===== config.mk =====
export PLATFORM = sky130hd
export DESIGN_NAME = usp_uart
export DESIGN_NICKNAME = d
export VERILOG_FILES = /design/src/usp_pkg.sv /design/src/usp_buf.sv /design/src/usp_uart.sv
export VERILOG_INCLUDE_DIRS = /design/src
export SDC_FILE = /design/constraint.sdc
export NUM_CORES = 1
export LEC_CHECK = 0
export ABC_AREA = 1
export BUFFER_PORTS_ARGS = -buffer_cell sky130_fd_sc_hd__buf_2
export CAP_MARGIN = 40
export CORE_MARGIN = 10
export CORE_UTILIZATION = 50
export CTS_CLUSTER_DIAMETER = 100
export DETAILED_ROUTE_END_ITERATION = 8
export GPL_ROUTABILITY_DRIVEN = 0
export GPL_TIMING_DRIVEN = 0
export PLACE_DENSITY = 0.76
export SYNTH_ARGS = -nofsm -noshare
export SYNTH_HDL_FRONTEND = slang
export SYNTH_SLANG_ARGS = --single-unit

===== constraint.sdc =====
create_clock -name sys_clk_i -period 7.2 [get_ports sys_clk_i]
set_clock_uncertainty 0.05 [all_clocks]
set_input_delay 0 -clock sys_clk_i [delete_from_list [all_inputs] [get_ports sys_clk_i]]
set_output_delay 0 -clock sys_clk_i [all_outputs]
set_load 0.005 [all_outputs]

===== src/usp_defs.svh =====
// Purpose: register offsets, field positions and reset values of the serial port
// Assumes: byte addresses on an 8-bit register port, 32-bit data
// Notes:   definitions only
`ifndef USP_DEFS_SVH
`define USP_DEFS_SVH

`define USP_CTRL_OFS      8'h00
`define USP_DIV_OFS       8'h04
`define USP_TXDATA_OFS    8'h08
`define USP_RXDATA_OFS    8'h0C
`define USP_STATUS_OFS    8'h10

`define USP_CTRL_W        6
`define USP_CTRL_TXEN     0
`define USP_CTRL_RXEN     1
`define USP_CTRL_LOOP     2
`define USP_CTRL_CTSEN    3
`define USP_CTRL_RTSLVL   4
`define USP_CTRL_STOP     5
`define USP_CTRL_RST      6'h00

`define USP_DIV_W         16
`define USP_DIV_RST       16'h0010

`define USP_ST_TXRDY      0
`define USP_ST_RXVLD      1
`define USP_ST_TXBUSY     2
`define USP_ST_OVR        3
`define USP_ST_STOPPED    4
`define USP_ST_CTS        5

`define USP_BUF_W         8
`define USP_BUF_DEPTH     2
`define USP_BUF_CNT_W     2

`endif


===== src/usp_pkg.sv =====
// Purpose: types of the serial port block
// Assumes: usp_defs.svh sizes the fields
// Notes:   whole state of each module is one packed struct
`include "usp_defs.svh"
package usp_pkg;
    typedef enum logic [1:0] {TX_IDLE, TX_DATA, TX_STOP} usp_tx_st_type;
    typedef enum logic [1:0] {RX_IDLE, RX_START, RX_DATA, RX_STOP} usp_rx_st_type;

    typedef struct packed {
        logic [`USP_BUF_DEPTH-1:0][`USP_BUF_W-1:0] mem;
        logic                                      wptr;
        logic                                      rptr;
        logic [`USP_BUF_CNT_W-1:0]                 count;
    } usp_buf_type;

    typedef struct packed {
        logic [`USP_CTRL_W-1:0] ctrl;
        logic [`USP_DIV_W-1:0]  div;
        logic [`USP_DIV_W-1:0]  cnt;
        logic                   ser_clk;
        usp_tx_st_type          tx_state;
        logic [7:0]             tx_shift;
        logic [2:0]             tx_bitn;
        logic                   tx_bit;
        logic                   tx_line;
        logic                   rx_s1;
        logic                   rx_s2;
        logic                   rx_s3;
        logic                   cts_s1;
        logic                   cts_s2;
        usp_rx_st_type          rx_state;
        logic [`USP_DIV_W-1:0]  rx_cnt;
        logic [7:0]             rx_shift;
        logic [2:0]             rx_bitn;
        logic                   overrun;
        logic                   rts_n;
        logic [31:0]            rd_data;
    } usp_state_type;
endpackage


===== src/usp_buf.sv =====
// Purpose: two-entry queue with valid and ready on both sides
// Assumes: one clock, asynchronous active-low reset
// Notes:   push into a full queue is refused; pop from an empty one is ignored
`timescale 1ns/1ps
`default_nettype none
`include "usp_defs.svh"
module usp_buf
    import usp_pkg::*;
(
    input  wire logic                      sys_clk_i,
    input  wire logic                      arst_n_i,
    input  wire logic                      in_valid_i,
    output logic                           in_ready_o,
    input  wire logic [`USP_BUF_W-1:0]     in_data_i,
    output logic                           out_valid_o,
    input  wire logic                      out_ready_i,
    output logic [`USP_BUF_W-1:0]          out_data_o,
    output logic [`USP_BUF_CNT_W-1:0]      count_o
);
    usp_buf_type st_ff;
    usp_buf_type nxt_st;
    logic        push;
    logic        pop;

    assign in_ready_o  = (st_ff.count != `USP_BUF_CNT_W'(`USP_BUF_DEPTH));
    assign out_valid_o = (st_ff.count != '0);
    assign out_data_o  = st_ff.mem[st_ff.rptr];
    assign count_o     = st_ff.count;

    always_comb begin
        nxt_st = st_ff;
        push   = in_valid_i && in_ready_o;
        pop    = out_ready_i && out_valid_o;
        if (push) begin
            nxt_st.mem[st_ff.wptr] = in_data_i;
            nxt_st.wptr            = ~st_ff.wptr;
        end
        if (pop) begin
            nxt_st.rptr = ~st_ff.rptr;
        end
        if (push && !pop) begin
            nxt_st.count = st_ff.count + 2'h1;
        end else if (pop && !push) begin
            nxt_st.count = st_ff.count - 2'h1;
        end
    end

    always_ff @(posedge sys_clk_i or negedge arst_n_i) begin
        if (!arst_n_i) begin
            st_ff <= '0;
        end else begin
            st_ff <= nxt_st;
        end
    end
endmodule
`default_nettype wire


===== src/usp_uart.sv =====
// Purpose: asynchronous serial port with automatic handshake lines
// Assumes: 200 MHz sys_clk_i; divider gives clock cycles per bit, at least 2
// Notes:   8 data bits, no parity, one stop bit; two-entry queues both ways
`timescale 1ns/1ps
`default_nettype none
`include "usp_defs.svh"
module usp_uart
    import usp_pkg::*;
(
    input  wire logic        sys_clk_i,
    input  wire logic        arst_n_i,
    input  wire logic [7:0]  reg_addr_i,
    input  wire logic [31:0] reg_wdata_i,
    input  wire logic        reg_wr_i,
    input  wire logic        reg_rd_i,
    output logic [31:0]      reg_rdata_o,
    output logic             serial_tx_line_o,
    input  wire logic        serial_rx_line_i,
    input  wire logic        clear_to_send_in_n_i,
    output logic             request_to_send_out_n_o
);
    usp_state_type st_ff;
    usp_state_type nxt_st;

    logic                     tx_push;
    logic                     txq_ready;
    logic                     txq_valid;
    logic [7:0]               txq_data;
    logic                     tx_pop;
    logic                     rx_push;
    logic                     rxq_ready;
    logic                     rxq_valid;
    logic [7:0]               rxq_data;
    logic                     rx_pop;
    logic [`USP_BUF_CNT_W-1:0] rxq_count;
    logic                     run;
    logic                     tick;
    logic                     rx_src;

    function automatic logic hits(input logic [`USP_DIV_W-1:0] c, input logic [`USP_DIV_W-1:0] lim);
        // at or past the limit, so a divider lowered mid-count never waits for a 16-bit wrap
        hits = (c >= lim - 16'h1);
    endfunction

    usp_buf u_txq (
        .sys_clk_i   (sys_clk_i),
        .arst_n_i    (arst_n_i),
        .in_valid_i  (tx_push),
        .in_ready_o  (txq_ready),
        .in_data_i   (reg_wdata_i[7:0]),
        .out_valid_o (txq_valid),
        .out_ready_i (tx_pop),
        .out_data_o  (txq_data),
        .count_o     ()
    );

    usp_buf u_rxq (
        .sys_clk_i   (sys_clk_i),
        .arst_n_i    (arst_n_i),
        .in_valid_i  (rx_push),
        .in_ready_o  (rxq_ready),
        .in_data_i   (st_ff.rx_shift),
        .out_valid_o (rxq_valid),
        .out_ready_i (rx_pop),
        .out_data_o  (rxq_data),
        .count_o     (rxq_count)
    );

    assign reg_rdata_o             = st_ff.rd_data;
    assign serial_tx_line_o        = st_ff.tx_line;
    assign request_to_send_out_n_o = st_ff.rts_n;

    always_comb begin
        nxt_st  = st_ff;
        tx_pop  = 1'b0;
        rx_push = 1'b0;
        tx_push = reg_wr_i && (reg_addr_i == `USP_TXDATA_OFS);
        rx_pop  = reg_rd_i && (reg_addr_i == `USP_RXDATA_OFS);
        // pins pass two flops; the third stage only feeds the wake edge detector
        nxt_st.rx_s1  = serial_rx_line_i;
        nxt_st.rx_s2  = st_ff.rx_s1;
        nxt_st.rx_s3  = st_ff.rx_s2;
        nxt_st.cts_s1 = clear_to_send_in_n_i;
        nxt_st.cts_s2 = st_ff.cts_s1;

        if (reg_wr_i) begin
            if (reg_addr_i == `USP_CTRL_OFS) begin
                nxt_st.ctrl = reg_wdata_i[`USP_CTRL_W-1:0];
            end else if (reg_addr_i == `USP_DIV_OFS) begin
                nxt_st.div = reg_wdata_i[`USP_DIV_W-1:0];
            end else if (reg_addr_i == `USP_STATUS_OFS && reg_wdata_i[`USP_ST_OVR]) begin
                nxt_st.overrun = 1'b0;
            end
        end
        // wake wins over a software write in the same cycle
        if (st_ff.ctrl[`USP_CTRL_STOP] && (st_ff.rx_s2 != st_ff.rx_s3)) begin
            nxt_st.ctrl[`USP_CTRL_STOP] = 1'b0;
        end

        run  = !st_ff.ctrl[`USP_CTRL_STOP];
        tick = run && hits(st_ff.cnt, st_ff.div);
        if (run) begin
            nxt_st.cnt = tick ? '0 : st_ff.cnt + 16'h1;
        end
        // serial clock falls at each bit boundary
        nxt_st.ser_clk = (nxt_st.cnt >= (st_ff.div >> 1));

        // abort on the write edge itself, so the line returns to mark together with the control change
        if (!nxt_st.ctrl[`USP_CTRL_TXEN]) begin
            nxt_st.tx_state = TX_IDLE;
            nxt_st.tx_bit   = 1'b1;
        end else begin
            case (st_ff.tx_state)
                TX_IDLE: begin
                    // granted means the line is low
                    if (tick && txq_valid && !(st_ff.ctrl[`USP_CTRL_CTSEN] && st_ff.cts_s2)) begin
                        tx_pop          = 1'b1;
                        nxt_st.tx_shift = txq_data;
                        nxt_st.tx_bit   = 1'b0;
                        nxt_st.tx_bitn  = '0;
                        nxt_st.tx_state = TX_DATA;
                    end
                end
                TX_DATA: begin
                    if (tick) begin
                        nxt_st.tx_bit   = st_ff.tx_shift[0];
                        nxt_st.tx_shift = st_ff.tx_shift >> 1;
                        nxt_st.tx_bitn  = st_ff.tx_bitn + 3'h1;
                        if (st_ff.tx_bitn == 3'h7) begin
                            nxt_st.tx_state = TX_STOP;
                        end
                    end
                end
                default: begin
                    if (tick) begin
                        nxt_st.tx_bit   = 1'b1;
                        nxt_st.tx_state = TX_IDLE;
                    end
                end
            endcase
        end
        nxt_st.tx_line = nxt_st.ctrl[`USP_CTRL_LOOP] ? 1'b1 : nxt_st.tx_bit;

        rx_src = st_ff.ctrl[`USP_CTRL_LOOP] ? st_ff.tx_bit : st_ff.rx_s2;
        if (!st_ff.ctrl[`USP_CTRL_RXEN]) begin
            nxt_st.rx_state = RX_IDLE;
        end else if (run) begin
            nxt_st.rx_cnt = st_ff.rx_cnt + 16'h1;
            case (st_ff.rx_state)
                RX_IDLE: begin
                    nxt_st.rx_cnt = '0;
                    if (!rx_src) begin
                        nxt_st.rx_state = RX_START;
                    end
                end
                RX_START: begin
                    // recheck mid start bit so a glitch does not start a character
                    if (hits(st_ff.rx_cnt, st_ff.div >> 1)) begin
                        nxt_st.rx_cnt   = '0;
                        nxt_st.rx_bitn  = '0;
                        nxt_st.rx_state = rx_src ? RX_IDLE : RX_DATA;
                    end
                end
                RX_DATA: begin
                    if (hits(st_ff.rx_cnt, st_ff.div)) begin
                        nxt_st.rx_cnt   = '0;
                        nxt_st.rx_shift = {rx_src, st_ff.rx_shift[7:1]};
                        nxt_st.rx_bitn  = st_ff.rx_bitn + 3'h1;
                        if (st_ff.rx_bitn == 3'h7) begin
                            nxt_st.rx_state = RX_STOP;
                        end
                    end
                end
                default: begin
                    if (hits(st_ff.rx_cnt, st_ff.div)) begin
                        // a bad stop bit drops the character silently
                        if (rx_src) begin
                            rx_push = 1'b1;
                            if (!rxq_ready) begin
                                nxt_st.overrun = 1'b1;
                            end
                        end
                        nxt_st.rx_state = RX_IDLE;
                    end
                end
            endcase
        end

        // low means request made; level mode negates while the queue is full or the receiver is disabled
        if (st_ff.ctrl[`USP_CTRL_RTSLVL]) begin
            nxt_st.rts_n = !(st_ff.ctrl[`USP_CTRL_RXEN] && rxq_count != `USP_BUF_CNT_W'(`USP_BUF_DEPTH));
        end else begin
            nxt_st.rts_n = !st_ff.ctrl[`USP_CTRL_RXEN];
        end

        nxt_st.rd_data = '0;
        if (reg_rd_i) begin
            if (reg_addr_i == `USP_CTRL_OFS) begin
                nxt_st.rd_data[`USP_CTRL_W-1:0] = st_ff.ctrl;
            end else if (reg_addr_i == `USP_DIV_OFS) begin
                nxt_st.rd_data[`USP_DIV_W-1:0] = st_ff.div;
            end else if (reg_addr_i == `USP_RXDATA_OFS) begin
                nxt_st.rd_data[7:0] = rxq_valid ? rxq_data : 8'h00;
            end else if (reg_addr_i == `USP_STATUS_OFS) begin
                nxt_st.rd_data[`USP_ST_TXRDY]   = txq_ready;
                nxt_st.rd_data[`USP_ST_RXVLD]   = rxq_valid;
                nxt_st.rd_data[`USP_ST_TXBUSY]  = (st_ff.tx_state != TX_IDLE);
                nxt_st.rd_data[`USP_ST_OVR]     = st_ff.overrun;
                nxt_st.rd_data[`USP_ST_STOPPED] = st_ff.ctrl[`USP_CTRL_STOP];
                nxt_st.rd_data[`USP_ST_CTS]     = !st_ff.cts_s2;
            end
        end
    end

    always_ff @(posedge sys_clk_i or negedge arst_n_i) begin
        if (!arst_n_i) begin
            st_ff         <= '0;
            st_ff.ctrl    <= `USP_CTRL_RST;
            st_ff.div     <= `USP_DIV_RST;
            st_ff.tx_bit  <= 1'b1;
            st_ff.tx_line <= 1'b1;
            st_ff.rx_s1   <= 1'b1;
            st_ff.rx_s2   <= 1'b1;
            st_ff.rx_s3   <= 1'b1;
            st_ff.cts_s1  <= 1'b1;
            st_ff.cts_s2  <= 1'b1;
            st_ff.rts_n   <= 1'b1;
        end else begin
            st_ff <= nxt_st;
        end
    end
endmodule
`default_nettype wire


==> run metrics <==
fin crit share=59.32%; Post-synth EDFFs=0; Final Max Slew Viols=0; Worst slew margin=45.92%; Synth async-reset ratio=100.0%; startpoint types=flip-flop; Final ANT Viol Nets=0; Design Area, Final=9965 µm²; routed length per placed instance=14.70 µm; Cell Area, Synth=8551 µm²; Synth-to-Final Area Change=16.54%; Vias/cell=5.216; vias=7209; sequential fraction of the synthesis area=42.57%; unrepaired setup endpoints after global routing=no; CP max FO=7; Ys Warns=0; global-route wire length before repair=34470 µm; Yosys top cell area share=39.80%; GRT Overall Usage=18.73%; Die X-Extent=150.8 µm; number of CTS-inserted buffers=17; Max VDD drop=0.2446 mV; vias in the first global route=7071; initial core utilization=51.20%; H-tree levels=4; drt pass-1 iters=5; total grt overflow=0; Post-Route Setup TNS=0 ns; min cycle time layout=4.271 ns; Leakage Power=5.130 nW; synth unique cells=46; final net count=1250; Die Height=150.8 µm; Routed Wire Length=20310 µm; max-cap viol count=0; clk slew on worst S/H paths=0.06 ns; Avg Inst Size Synth=8.198 µm²; Tightest Hold Check Type=in2reg; Clock Tree Buf Depth=2; proportion of layout cells with a drive suffix above 1=14.46%; data arrival time of the critical path=4.53 ns; Synth top cells by count=nand2_1 (243), dfrtp_1 (136), inv_1 (104), nor2_1 (101), o21ai_0 (64); pin count of the biggest net entering global routing=79; synth top area cells=dfrtp_1 (40%), nand2_1 (11%), ha_1 (8.0%); critical path endpoint category=flip-flop; fmax=234.2 MHz; Residual DRC=0; Gate Count Post-Synth=1043; PwrDens=200.9 nW/µm²; post-placement cell area=9151 µm²; Fin. Hold Viols=0; Crit path required time=7.46 ns; sinks on the clock net=145; # rows=47; Post-CTS Setup Inserts=0; Detailed Place HPWL=14710 µm; Antenna diodes=0; I/O Buffers=47; Slew @ Worst Pin=0.8045 ns; FF+latch count, synth=145; Primary FF master, synth=dfrtp_1; I/O pin total=80; initial antenna violation count=0; TritonCTS clock tree=done; core area=16700 µm²; status=complete, no violations; Final setup viols=0; root buf cell=clkbuf_16; Worst Path Class, Setup=reg2reg; most common cell in the synthesized netlist=nand2_1; initial DRC count=513; Clk Latency, worst-skew pair=0.43 ns; die area=22730 µm²; cts repair resizes=0; cell taking the most area after synthesis=dfrtp_1
## per-stage QoR
step / utilization (%) / worst slack [ns] / hold slack (ns) / instances / total power [mW]
4_1_cts: 59.66 / 2.989 / 0.009838 / 1382 / 2.020
3_3_place_gp: 54.59 / 3.065 / 0.05549 / 1325 / 1.127
5_1_grt: 59.66 / 2.559 / 0.04701 / 1382 / 2.107
3_5_place_dp: 54.79 / 3.004 / 0.0007991 / 1326 / 1.139
6_report: 59.66 / 2.929 / 0.03039 / 1382 / 2.002
2_1_floorplan: - / 3.711 / -0.3456 / 1058 / 1.060
## timing repair
action                                  4_1_cts  5_1_grt
hold endpoints to repair                    118        0
hold buffers                                 24        0
endpoints found under the setup margin        0        0
## placed cells by master, fill, tap and decap left out, types with 16 or more instances in the layout
| master | instances |
|---|---|
| nand4_1 | 34 |
| clkbuf_16 | 17 |
| conb_1 | 16 |
| clkbuf_1 | 21 |
| dlygate4sd3_1 | 24 |
| o21ai_0 | 64 |
| nor2_1 | 101 |
| dfrtp_1 | 136 |
| nor3_1 | 27 |
| xor2_1 | 42 |
| a21oi_1 | 40 |
| buf_2 | 48 |
| nand3_1 | 36 |
| nand2_1 | 243 |
| inv_1 | 104 |
| buf_4 | 32 |
| ha_1 | 55 |
## final cells by class
type,count,area [µm²]
Timing Repair Buffer,72,509.2
Fill cell,1471,6736
Clock buffer,21,440.4
Inverter,110,412.9
Tap cell,220,275.3
Clock inverter,11,132.6
Sequential cell,145,3640
Buffer,56,362.8
Multi-Input combinational cell,747,4192
## worst max-delay path, stage by stage (launching register included)
cell      delay, ns
dfrtp_1        0.41
inv_1          0.16
ha_1           0.23
nand2_2        0.12
nor2_1         0.26
inv_1          0.10
nor2_1         0.20
nand2_1        0.10
xor2_1         0.19
ha_1           0.33
nand4_1        0.10
inv_1          0.09
nand2_1        0.04
nand3b_1       0.15
nor2_1         0.09
nand2_1        0.07
nand3_2        0.10
nand2_2        0.13
inv_1          0.23
nand3_1        0.23
ha_1           0.41
a21oi_1        0.11
o21ai_0        0.11
xor2_1         0.15
## state kept, by name (all words and copies together), names as in the netlist
register                 cells
nxt_st                       3
reg_rdata_o                 16
request_to_send_out_n_o      1
serial_tx_line_o             1
st_ff                       84
u_rxq.count_o                2
u_rxq.st_ff                 18
u_txq.count_o                2
u_txq.st_ff                 18
## cell families after synthesis
kind of cell               Yosys count  synth area share [%]
AOI/OAI and AO/OA                  144                 9.731
xor gates and xnor gates            52                 5.326
adders and majority gates           55                 8.048
buffers and inverters              166                 9.072
DFF                                145                 42.57
muxes                                2                0.2341
other                                1               0.04386
and+or+nand+nor                    478                 24.98
## worst paths after layout
check | endpoint | slack [ns] | cells past startpoint | from
min | reg_rdata_o[7]$_DFF_PN0_ | 0.03 | 6 | reg_addr_i[0]
max | u_txq.count_o[1]$_DFFE_PN0P_ | 2.93 | 23 | st_ff[101]$_DFFE_PN0P_
min in group asynchronous | st_ff[115]$_DFFE_PN0P_ | 0.10 | 2 | arst_n_i
min reg2reg | st_ff[63]$_DFF_PN1_ | 0.31 | 0 | nxt_st[63]$_DFF_PN1_
max in group asynchronous | st_ff[69]$_DFF_PN1_ | 6.17 | 3 | arst_n_i
max reg2reg | u_txq.count_o[1]$_DFFE_PN0P_ | 2.93 | 23 | st_ff[101]$_DFFE_PN0P_
## routing by layer
metal / GRT usage, % / wire length [µm] / vias up / share of wire, %
met4: 6.256 / 368 / 0 / 1.8
li1: - / - / 3594 / -
met1: 24.17 / 9065 / 3385 / 45
met3: 4.356 / 1121 / 34 / 5.5
met5: 0 / 0 / - / 0
met2: 30.36 / 9756 / 196 / 48
## power by group
group | switching [mW] | internal, mW | total [mW]
clock network | 0.352 | 0.514 | 0.865
logic | 0.152 | 0.100 | 0.252
registers | 0.0358 | 0.848 | 0.884
total | 0.540 | 1.46 | 2.00
(Power assumes the default switching activity.)
